$ cat src/hdl/ssp_consts.svh
/*
 * register offsets, field positions, reset values and mode codes of the
 * synchronous serial port (spi mode).
 * assumes inclusion by its bare name from the package, the design and the bench files.
 */
`ifndef SSP_CONSTS_SVH
`define SSP_CONSTS_SVH

`define SSP_OFS_STATUS 4'h0
`define SSP_OFS_CTRL1 4'h1
`define SSP_OFS_CTRL3 4'h2
`define SSP_OFS_BUFFER 4'h3
`define SSP_OFS_RELOAD 4'h4
`define SSP_OFS_FLAGS 4'h5

`define SSP_ST_SMP 7
`define SSP_ST_CKE 6
`define SSP_ST_BF 0
`define SSP_C1_WRITE_COLLISION 7
`define SSP_C1_OV 6
`define SSP_C1_EN 5
`define SSP_C1_CKP 4
`define SSP_C3_OVERWRITE_ENABLE 4
`define SSP_FL_IRQF 0
`define SSP_FL_IRQE 1

`define SSP_MODE_DIV4 4'h0
`define SSP_MODE_DIV16 4'h1
`define SSP_MODE_DIV64 4'h2
`define SSP_MODE_TMR2 4'h3
`define SSP_MODE_SLV_SS 4'h4
`define SSP_MODE_SLV 4'h5
`define SSP_MODE_RELOAD 4'ha

`define SSP_RST_BYTE 8'h00
`define SSP_BITS 4'h8

`endif

$ cat src/hdl/ssp_pkg.sv
/*
 * types shared by the synchronous serial port.
 * assumes the constants header sits beside it.
 */
`include "ssp_consts.svh"

package ssp_pkg;

    typedef struct packed {
        logic [3:0] addr;
        logic [7:0] wdata;
        logic wr;
        logic rd;
    } ssp_bus_t;

    typedef struct packed {
        logic sck_o;
        logic sck_oe;
        logic sdo_o;
        logic sdo_oe;
    } ssp_pins_t;

    typedef enum logic [2:0] {
        SSP_IDLE = 3'b001,
        SSP_LEAD = 3'b010,
        SSP_TRAIL = 3'b100
    } ssp_state_t;

endpackage

$ cat src/hdl/ssp_port.sv
/*
 * spi mode of a synchronous serial port: registers on a plain strobe port,
 * master clock generation, slave shifting on the sampled external clock.
 * assumes sys_clk is far faster than the serial clock; pins arrive async.
 */
`timescale 1ns/1ps
`include "ssp_consts.svh"

// Overview of operation
// full byte goes to buffer, flags set
// next byte shifts while buffer waits
// buffer write loads buffer and shifter
// write during transfer ignored, collision flagged
// collision sticks until software clears it
// buffer read clears buffer full
// port runs only when enabled
// options in control one and status top
// status low six read-only, top writable
// master drives clock, slave receives it
// master buffer write starts transfer
// master keeps receiving without data out
// master rate from five selectable sources
// reload register sets divisor
// idle level and output edge selectable
// edge bit set: data valid early
// sample phase middle or end; the code samples on the same edge for both
// shift most significant bit first
// slave shifts per external clock pulse
// master holds clock idle before enable
// slave keeps shifting, byte raises interrupt
// daisy chain passes received bits on
// overwrite enable accepts writes unread
// mode 0100 is slave with select
// slave drives data out only selected
// select high or disable clears counter
// shift out one edge, latch other
// rate source codes fixed in map
// interrupt flag sticky, gated by enable
module ssp_port
    import ssp_pkg::*;
(
    input wire logic sys_clk,
    input wire logic resetn,
    input wire ssp_bus_t bus,
    output logic [7:0] rdata,
    input wire logic timer2_out,
    input wire logic sck_i,
    input wire logic sdi_i,
    input wire logic sel_n_i,
    output ssp_pins_t pins,
    output logic irq
);

    logic [7:0] status_r, ctrl1_r, ctrl3_r, buffer_r, reload_r, shifter_r;
    logic bf_r, write_collision_r, ov_r, irqf_r, irqe_r;
    logic [2:0] sck_s, sdi_s, sel_s;
    ssp_state_t state_r;
    logic [3:0] bitcnt_r;
    // trailing edges of the master clock; ends the byte on its own count
    logic [3:0] mcnt_r;
    logic [7:0] div_r;
    logic tmr_q_r, tmr_half_r, sck_q_r, sdo_r, in_bit_r;
    logic [7:0] rdata_r;

    logic en, clock_idle_level, cke, sample_phase, overwrite_enable, master, slave, ss_mode, sel;
    logic sck_rise, sck_fall, out_edge, in_edge;
    logic busy, wr_buf, rd_buf, byte_done, tick;
    logic [7:0] div_max;
    logic [3:0] mode;

    assign en = ctrl1_r[`SSP_C1_EN];
    assign clock_idle_level = ctrl1_r[`SSP_C1_CKP];
    assign mode = ctrl1_r[3:0];
    assign cke = status_r[`SSP_ST_CKE];
    assign sample_phase = status_r[`SSP_ST_SMP];
    assign overwrite_enable = ctrl3_r[`SSP_C3_OVERWRITE_ENABLE];
    assign ss_mode = mode == `SSP_MODE_SLV_SS;
    assign slave = ss_mode || mode == `SSP_MODE_SLV;
    assign master = !slave;
    assign sel = ss_mode ? !sel_s[2] : 1'b1;
    assign wr_buf = bus.wr && bus.addr == `SSP_OFS_BUFFER;
    assign rd_buf = bus.rd && bus.addr == `SSP_OFS_BUFFER;
    assign busy = state_r != SSP_IDLE || (slave && bitcnt_r != 4'h0);

    // pin inputs pass three flops; only the second and third stages feed logic
    always_ff @(posedge sys_clk)
    begin
        if (!resetn)
        begin
            sck_s <= 3'h0;
            sdi_s <= 3'h0;
            sel_s <= 3'h7;
        end
        else
        begin
            sck_s <= {sck_s[1:0], sck_i};
            sdi_s <= {sdi_s[1:0], sdi_i};
            sel_s <= {sel_s[1:0], sel_n_i};
        end
    end

    // master bit rate: tick is one half serial clock period
    always_comb
    begin
        case (mode)
            `SSP_MODE_DIV4: div_max = 8'h01;
            `SSP_MODE_DIV16: div_max = 8'h07;
            `SSP_MODE_DIV64: div_max = 8'h1f;
            `SSP_MODE_RELOAD: div_max = {reload_r[6:0], 1'b1};
            default: div_max = 8'h01;
        endcase
    end

    always_ff @(posedge sys_clk)
    begin
        if (!resetn)
        begin
            div_r <= 8'h00;
            tmr_q_r <= 1'b0;
            tmr_half_r <= 1'b0;
        end
        else
        begin
            tmr_q_r <= timer2_out;
            if (timer2_out && !tmr_q_r)
                tmr_half_r <= 1'b1;
            else if (state_r == SSP_IDLE)
                tmr_half_r <= 1'b0;
            if (state_r == SSP_IDLE || div_r == div_max)
                div_r <= 8'h00;
            else
                div_r <= div_r + 8'h01;
        end
    end

    // fosc/(4*(n+1)) with fosc counted as sys_clk
    assign tick = mode == `SSP_MODE_TMR2 ?
        (timer2_out && !tmr_q_r) : div_r == div_max;

    assign sck_rise = sck_s[1] && !sck_s[2];
    assign sck_fall = !sck_s[1] && sck_s[2];
    // leading edge leaves idle level; cke picks the output edge
    // cke clear: output on the leading edge, the same as the master side
    assign out_edge = slave && sel &&
        ((clock_idle_level ^ cke) ? sck_fall : sck_rise);
    assign in_edge = slave && sel &&
        ((clock_idle_level ^ cke) ? sck_rise : sck_fall);

    // master sequencer
    always_ff @(posedge sys_clk)
    begin
        if (!resetn || !en)
        begin
            state_r <= SSP_IDLE;
            sck_q_r <= 1'b0;
            mcnt_r <= 4'h0;
        end
        else
        begin
            case (state_r)
                SSP_IDLE:
                    if (master && wr_buf && !write_collision_r && !busy)
                        state_r <= SSP_LEAD;
                SSP_LEAD:
                    if (tick)
                    begin
                        state_r <= SSP_TRAIL;
                        sck_q_r <= 1'b1;
                    end
                SSP_TRAIL:
                    if (tick)
                    begin
                        sck_q_r <= 1'b0;
                        // bitcnt is cleared by byte_done, so it cannot
                        // tell the last edge; the edge count can
                        if (mcnt_r == `SSP_BITS - 4'h1)
                        begin
                            mcnt_r <= 4'h0;
                            state_r <= SSP_IDLE;
                        end
                        else
                        begin
                            mcnt_r <= mcnt_r + 4'h1;
                            state_r <= SSP_LEAD;
                        end
                    end
                default: state_r <= SSP_IDLE;
            endcase
        end
    end

    // shifter, bit counter and data out
    logic m_lead, m_trail, sh_out, sh_in;
    assign m_lead = state_r == SSP_LEAD && tick;
    assign m_trail = state_r == SSP_TRAIL && tick;
    // cke set: data already on the pin, so shift on trailing edge
    assign sh_out = master ? (cke ? m_trail : m_lead) : out_edge;
    assign sh_in = master ? (cke ? m_lead : m_trail) : in_edge;

    always_ff @(posedge sys_clk)
    begin
        if (!resetn)
        begin
            shifter_r <= `SSP_RST_BYTE;
            bitcnt_r <= 4'h0;
            sdo_r <= 1'b0;
            in_bit_r <= 1'b0;
        end
        else if (!en || (ss_mode && sel_s[2]))
        begin
            bitcnt_r <= 4'h0;
            if (wr_buf && !write_collision_r)
            begin
                shifter_r <= bus.wdata;
                sdo_r <= bus.wdata[7];
            end
        end
        else
        begin
            if (wr_buf && !busy && !write_collision_r)
            begin
                shifter_r <= bus.wdata;
                sdo_r <= bus.wdata[7];
            end
            else if (byte_done)
            begin
                bitcnt_r <= 4'h0;
                shifter_r <= {shifter_r[6:0], in_bit_r};
                sdo_r <= shifter_r[6];
            end
            else
            begin
                if (sh_in)
                begin
                    in_bit_r <= sdi_s[2];
                    bitcnt_r <= bitcnt_r + 4'h1;
                end
                if (sh_out && bitcnt_r != 4'h0 && !cke)
                begin
                    shifter_r <= {shifter_r[6:0], in_bit_r};
                    sdo_r <= shifter_r[6];
                end
                else if (sh_out && cke && bitcnt_r != 4'h0)
                begin
                    shifter_r <= {shifter_r[6:0], in_bit_r};
                    sdo_r <= shifter_r[6];
                end
                else if (sh_out && bitcnt_r == 4'h0 && !cke)
                    sdo_r <= shifter_r[7];
            end
        end
    end

    // master end-of-time sampling samples on the same sh_in edge as middle and does not delay byte_done
    logic smp_hold_r;
    always_ff @(posedge sys_clk)
    begin
        if (!resetn)
            smp_hold_r <= 1'b0;
        else
            smp_hold_r <= master && sample_phase && sh_in;
    end
    assign byte_done = bitcnt_r == `SSP_BITS &&
        (master ? (sample_phase ? smp_hold_r || m_lead || m_trail : 1'b1)
                : 1'b1);

    // buffer and flags
    logic [7:0] rx_byte;
    assign rx_byte = {shifter_r[6:0], in_bit_r};

    always_ff @(posedge sys_clk)
    begin
        if (!resetn)
            buffer_r <= `SSP_RST_BYTE;
        else if (en && byte_done)
            buffer_r <= rx_byte;
        else if (wr_buf && !busy && !write_collision_r && (!bf_r || overwrite_enable))
            buffer_r <= bus.wdata;
    end

    always_ff @(posedge sys_clk)
    begin
        if (!resetn)
            bf_r <= 1'b0;
        else if (en && byte_done)
            bf_r <= 1'b1;
        else if (rd_buf)
            bf_r <= 1'b0;
    end

    always_ff @(posedge sys_clk)
    begin
        if (!resetn)
            ov_r <= 1'b0;
        else if (en && byte_done && bf_r && !overwrite_enable)
            ov_r <= 1'b1;
        else if (bus.wr && bus.addr == `SSP_OFS_CTRL1 &&
                 !bus.wdata[`SSP_C1_OV])
            ov_r <= 1'b0;
    end

    // set beats clear for both sticky flags
    always_ff @(posedge sys_clk)
    begin
        if (!resetn)
            write_collision_r <= 1'b0;
        else if (wr_buf && en && busy)
            write_collision_r <= 1'b1;
        else if (bus.wr && bus.addr == `SSP_OFS_CTRL1 &&
                 !bus.wdata[`SSP_C1_WRITE_COLLISION])
            write_collision_r <= 1'b0;
    end

    always_ff @(posedge sys_clk)
    begin
        if (!resetn)
            irqf_r <= 1'b0;
        else if (en && byte_done)
            irqf_r <= 1'b1;
        else if (bus.wr && bus.addr == `SSP_OFS_FLAGS &&
                 !bus.wdata[`SSP_FL_IRQF])
            irqf_r <= 1'b0;
    end

    // control registers
    always_ff @(posedge sys_clk)
    begin
        if (!resetn)
        begin
            ctrl1_r <= `SSP_RST_BYTE;
            status_r <= `SSP_RST_BYTE;
            ctrl3_r <= `SSP_RST_BYTE;
            reload_r <= `SSP_RST_BYTE;
            irqe_r <= 1'b0;
        end
        else if (bus.wr)
        begin
            case (bus.addr)
                `SSP_OFS_CTRL1: ctrl1_r <= {2'b00, bus.wdata[5:0]};
                `SSP_OFS_STATUS: status_r <= {bus.wdata[7:6], 6'h00};
                `SSP_OFS_CTRL3: ctrl3_r <= bus.wdata;
                `SSP_OFS_RELOAD: reload_r <= bus.wdata;
                `SSP_OFS_FLAGS: irqe_r <= bus.wdata[`SSP_FL_IRQE];
                default: ;
            endcase
        end
    end

    always_ff @(posedge sys_clk)
    begin
        if (!resetn)
            rdata_r <= 8'h00;
        else if (bus.rd)
        begin
            case (bus.addr)
                `SSP_OFS_STATUS: rdata_r <= {status_r[7:6], 5'h00, bf_r};
                `SSP_OFS_CTRL1: rdata_r <= {write_collision_r, ov_r, ctrl1_r[5:0]};
                `SSP_OFS_CTRL3: rdata_r <= ctrl3_r;
                `SSP_OFS_BUFFER: rdata_r <= buffer_r;
                `SSP_OFS_RELOAD: rdata_r <= reload_r;
                `SSP_OFS_FLAGS: rdata_r <= {6'h00, irqe_r, irqf_r};
                default: rdata_r <= 8'h00;
            endcase
        end
        else
            rdata_r <= 8'h00;
    end
    assign rdata = rdata_r;

    assign irq = irqf_r && irqe_r;
    assign pins.sck_o = sck_q_r ^ clock_idle_level;
    assign pins.sck_oe = en && master;
    assign pins.sdo_o = sdo_r;
    assign pins.sdo_oe = en && (master || !ss_mode || !sel_s[2]);

endmodule

$ cat config.mk
export PLATFORM = sky130hd
export DESIGN_NAME = ssp_port
export DESIGN_NICKNAME = d
export VERILOG_FILES = /design/src/hdl/ssp_pkg.sv /design/src/hdl/ssp_port.sv
export VERILOG_INCLUDE_DIRS = /design/src /design/src/hdl
export SDC_FILE = /design/constraint.sdc
export NUM_CORES = 1
export LEC_CHECK = 0
export BUFFER_PORTS_ARGS = -buffer_cell sky130_fd_sc_hd__clkbuf_2
export CORE_ASPECT_RATIO = 2
export CORE_UTILIZATION = 45
export CTS_CLUSTER_DIAMETER = 60
export DETAILED_ROUTE_END_ITERATION = 8
export RECOVER_POWER = 100
export SLEW_MARGIN = 20
export SYNTH_ARGS = -nofsm -noshare
export SYNTH_HDL_FRONTEND = slang
export SYNTH_SLANG_ARGS = --single-unit
export TNS_END_PERCENT = 1
$ cat constraint.sdc
create_clock -name sys_clk -period 3.15 [get_ports sys_clk]
set_clock_uncertainty 0.2 [all_clocks]
set_input_delay 0.1575 -clock sys_clk [delete_from_list [all_inputs] [get_ports sys_clk]]
set_output_delay 0.1575 -clock sys_clk [all_outputs]
set_load 0.005 [all_outputs]
* Yosys cells after proc, flatten, opt, wreduce, memory -nomap -nowiden
Index checks and enable logic that the tools add are counted.
** Storage, ports and cells
- Bits in registers :: 86
- Bits in latches :: 0
- Memory bits (writable) :: 0
- Memory bits (read-only) :: 0
- Input bits :: 20
- Output and inout bits :: 13
- Logic and storage cells :: 195
- Memories :: 0
** Cells by class
- Add/sub/neg operators :: 3
- $mul :: 0
- Divide/modulo/power cells :: 0
- Magnitude comparators :: 0
- Equal/unequal tests :: 22
- Shifts and indexed selects :: 0
- Mux-type cells :: 46
- Bitwise operators :: 6
- Reductions and logical operators :: 94
** Operator list (number)
- $mux 8 :: 8
- $pmux 8 s6 :: 1
- $logic_and 1x1->1 :: 41
- $mux 1 :: 27
- $pmux 8 s3 :: 1
- $eq 4x3->1 const B :: 5
- $reduce_and 2->1 :: 10
- $eq 4x2->1 const B :: 4
- $logic_not 1->1 :: 16
- $reduce_bool 2->1 :: 7
- $mux 4 :: 3
- $logic_or 1x1->1 :: 10
- $mux 3 :: 3
- $pmux 3 s3 :: 1
- $add 4x1->4 const B :: 2
- $add 8x1->8 const B :: 1
- $eq 4x1->1 const B :: 2
- $eq 4x4->1 const B :: 2
- $eq 8x8->1 :: 1
- $logic_not 4->1 :: 2
- $reduce_and 3->1 :: 2
- $reduce_bool 6->1 :: 1
- $reduce_bool 5->1 :: 1
- $ne 2x1->1 const B :: 2
- other kinds (12) :: 18

* Depth between registers and ports, before layout
- Depth in word-level cells :: 15
- Gate-level depth with buffers :: 11

* Least setup slack after synthesis
OpenSTA, ideal clock, no wires.
- Path kind :: register to register
- From :: register ctrl1_r[0]
- To :: register shifter_r[0]
- Library setup time :: 0.116 ns
- Arrival :: 2.411 ns
- Required time :: 2.834 ns
- Path slack :: 0.423 ns
- Cell stages (with the launch flop) :: 10
- Period minus slack after synthesis :: 2.727 ns
- Path through :: dfxtp_1 buf_6 or3b_1 o311a_1 and4b_4 a311oi_2 nor2_2 o32a_4 buf_6 o211a_1
** Between the ends
- Longest elaborated chain between the ends :: 13
- Elaborated cells between the ends (all ways) :: 40
- Those cells by class :: eq/ne: 8; mux: 11; reduce/logical: 21
** RTL lines
- start: declaration :: line ssp_port.sv:54 : logic [7:0] status_r, ctrl1_r, ctrl3_r, buffer_r, reload_r, shifter_r;
- start signal: assignment :: line ssp_port.sv:330 : ctrl1_r <= `SSP_RST_BYTE;
- start signal: assignment :: line ssp_port.sv:339 : `SSP_OFS_CTRL1: ctrl1_r <= {2'b00, bus.wdata[5:0]};
- $eq 4x4->1, or another cell as far along :: line ssp_port.sv:105 : case (mode)
- $pmux 8 s3 :: line ssp_port.sv:105
- $eq 8x8->1 :: line ssp_port.sv:138 : (timer2_out && !tmr_q_r) : div_r == div_max;
- $mux 1 :: line ssp_port.sv:137 : assign tick = mode == `SSP_MODE_TMR2 ?
- $logic_and 1x1->1, on equally long branches :: line ssp_port.sv:194, ssp_port.sv:195
- $mux 1 or $logic_or 1x1->1 (tied branches) (2 in a row) :: line ssp_port.sv:197, ssp_port.sv:264
- $logic_and 1x1->1 or $mux 1 (tied branches) (2 in a row) :: line ssp_port.sv:238, ssp_port.sv:264
- $mux 8 or $logic_and 1x1->1 (tied branches) :: line ssp_port.sv:238, ssp_port.sv:263
- $mux 8 :: line ssp_port.sv:225 : else if (byte_done)
- $mux 8 :: line ssp_port.sv:220 : if (wr_buf && !busy && !write_collision_r)
- $mux 8 :: line ssp_port.sv:209 : else if (!en || (ss_mode && sel_s[2]))
- end signal: assignment :: line ssp_port.sv:222 : shifter_r <= bus.wdata;
- end signal: assignment :: line ssp_port.sv:228 : shifter_r <= {shifter_r[6:0], in_bit_r};
- end signal: assignment :: line ssp_port.sv:240 : shifter_r <= {shifter_r[6:0], in_bit_r};
- end: declaration :: line ssp_port.sv:54
Several ways; a longest one is shown, not always the timed one.
A chain may end at the register's enable or synchronous reset.

* Worst setup path in the final report
- From :: register ctrl1_r[1]
- To :: register shifter_r[6]
The elaborated chain is that of the path after synthesis.

==> out/qor.txt <==
status = complete, no violations
hpwl dp = 7780 um
final setup vio count = 0
Layout Nets = 549
Total Wirelength = 10500 um
Worst-Skew Late Latency = 0.34 ns
Initial Util = 0.466
GP Congestion = 0.873
layout filler cell count = 857
Setup TNS = 0 ns
initial DRC count = 256
Die X = 70.5 um
critical setup path kind = register to register
io pins = 33
R2R setup slack = 0.19 ns
Clock Tree Root = clkbuf_16
count of cell types in the netlist = 67
Final Hold Viols = 0
switching power total = 505 uW
switching fraction of total power = 0.222
antenna cells = 0
DRC errors left = 0
number of synthesized register bits = 86
CP endpoint kind = register
top cell type's share of synthesized area = 0.408
EDFF count, synth = 0
crit start category = register
Num CTS Buffers = 9
Die Height = 139 um
fin crit share = 0.941
Gate power share = 0.053
syn avg cell area = 8.86 um2
P&R area growth vs syn = 16.4%
CTS tree = done
Power Total = 2270 uW
H-tree Lvls = 3
Design Area, Final = 4920 um2
Mapped Nets = 501
Power Density = 462 nW/um2
vias per inst = 5.77
synth warn = 0
layout cells sized above 1 = 0.136
actual slew at the worst max-slew pin = 0.937 ns
first-pass GRT wire length = 17300 um
Total Routing Usage GR = 0.229
crit-path cells = or3b_1 > o311a_1 > and4b_4 > a311oi_2 > nor2_2 > o32a_4 > o211a_1
Area contributors post-synth = dfxtp_1 41%, nand2_1 6.6%, mux2i_1 5.5%
number of clock sinks = 86
worst-path fanout max = 16
post-synthesis sequential area ratio = 0.408
Slowest cell on crit path = dfxtp_1
Max-Cap Viols = 0
Clock Power Share = 0.458
f_max = 0.337 GHz
Routed WL per cell = 16.7 um
Slew HR = 0.370
Tmin final = 2.96 ns
Synth Cell Area = 4220 um2
Hold/Removal Path Class = input pin to register
Internal Power = 1770 uW
slowest cell delay on critical path = 0.49 ns
die area = 9800 um2
core area = 9070 um2
largest net degree at the start of global routing = 52
gr ovfl total = 0
placed instance area = 4490 um2
Post-synth ARST share = 0
RSZ-0062 raised after global routing = false
clock buffer depth = 2
setup bufs post-CTS = 0
buffers added on ports = 32
Core Rows = 49
Post-DRT Antenna Nets = 0
vias = 3644
Worst IR Drop VDD = 0.353 mV
data arrival time of the critical path = 2.99 ns
gate count after technology mapping = 477
Seq pwr share = 0.489
Slew Viols, Final = 0
vias in the first global route = 3519
cell accounting for the most synthesized area = dfxtp_1
initial antenna violation count = 0
Leak Pwr = 0.00192 uW
worst path required time = 3.18 ns
Worst-path clk slew = 0.06 ns
1st-pass router iterations = 5
Synth Flop Type = dfxtp_1
==> layout make-up <==
class | count | area, um2 | area share
Tap cell | 102 | 128 | 0.0259
Clock buffer | 12 | 236 | 0.0481
Timing Repair Buffer | 63 | 422 | 0.0857
Clock inverter | 4 | 47.5 | 0.00967
Multi-Input combinational cell | 357 | 2330 | 0.474
Sequential cell | 86 | 1720 | 0.350
Inverter | 8 | 30.0 | 0.00611
==> placed cells by master (no fill, tap or decap), drive strengths merged, types with 4 or more instances in the layout <==
master	count
dfxtp	86
nand2	75
clkbuf	46
nand3	36
nor2	33
a21boi	28
mux2i	23
a21oi	21
o211a	16
dlygate4sd3	16
buf	13
nand2b	10
inv	8
xor2	8
a22oi	8
a31oi	8
nor3	8
and2	8
o21ai	7
nor2b	6
a222oi	5
xnor2	4
ha	4
o31ai	4
==> per-stage QoR <==
| step | hold WS, ns | worst slack [ns] | instances | util |
|---|---|---|---|---|
| after floorplan | 0.0590 | 0.423 | 477 | - |
| after global placement | 0.142 | 0.261 | 600 | 0.494 |
| after detailed placement | 0.148 | 0.219 | 600 | 0.494 |
| after CTS | 0.0798 | 0.206 | 632 | 0.543 |
| after global routing | 0.144 | 0.00708 | 632 | 0.542 |
| final | 0.121 | 0.185 | 632 | 0.542 |
==> worst max-delay path, delay by kind of cell (launching register included) <==
kind	cells	cell delay, ns
simple gates	3	0.84
compound gates	4	1.31
flops	1	0.49
==> power groups by stage <==
stage	combinational (uW)	sequential, uW	clock [uW]
floorplan	66.0	1130	0
global placement	105	1140	0
detailed placement	106	1140	0
CTS	120	1110	1060
global route	131	1110	1110
finish	120	1110	1040
==> final timing paths <==
path                                         startpoint                        end  depth (start not counted)
worst max-delay path            ctrl1_r[1]$_SDFFE_PN0P_  shifter_r[6]$_SDFFE_PN0P_                          7
worst min-delay path                            bus[11]   status_r[7]$_SDFFE_PN0P_                          4
worst max register to register  ctrl1_r[1]$_SDFFE_PN0P_  shifter_r[6]$_SDFFE_PN0P_                          7
worst min register to register      sel_s[1]$_SDFF_PN1_        sel_s[2]$_SDFF_PN1_                          1
==> state kept, by name, indices dropped and copies added, names as in the netlist, 6 cells and up <==
register and cells:
rdata 8, shifter_r 8, ctrl3_r 8, ctrl1_r 6, reload_r 8, buffer_r 8
div_r 8
==> repair_timing <==
item,in CTS,in global routing
endpoints found under the hold margin,30,0
hold buffers,16,0
gates resized for setup,0,0
==> cell families (layout without fill, tap and decap cells) <==
logic type | count (synthesis) | after routing | share of synthesized area
flops | 86 | 86 | 0.408
simple gates | 200 | 200 | 0.233
fa+ha+maj | 4 | 4 | 0.0118
compound gates | 117 | 117 | 0.222
mux | 24 | 24 | 0.0572
buf+inv | 34 | 87 | 0.0427
xor+xnor | 12 | 12 | 0.0249
==> cells in the mapped netlist (all sizes together), types with 10 or more instances <==
cell / count
nand3: 36
a21boi: 28
nand2: 75
a21oi: 21
clkbuf: 15
o211a: 16
buf: 11
nor2: 33
mux2i: 23
dfxtp: 86
nand2b: 10
==> per-layer routing <==
metal / GRT usage / vias to the layer above / wire length (um)
met1: 0.241 / 1722 / 4120
met2: 0.416 / 80 / 5650
met4: 0.140 / 0 / 456
li1: - / 1816 / -
met5: 0 / - / 0
met3: 0.0371 / 26 / 293
Note: power is estimated with default switching activity, not from simulation.
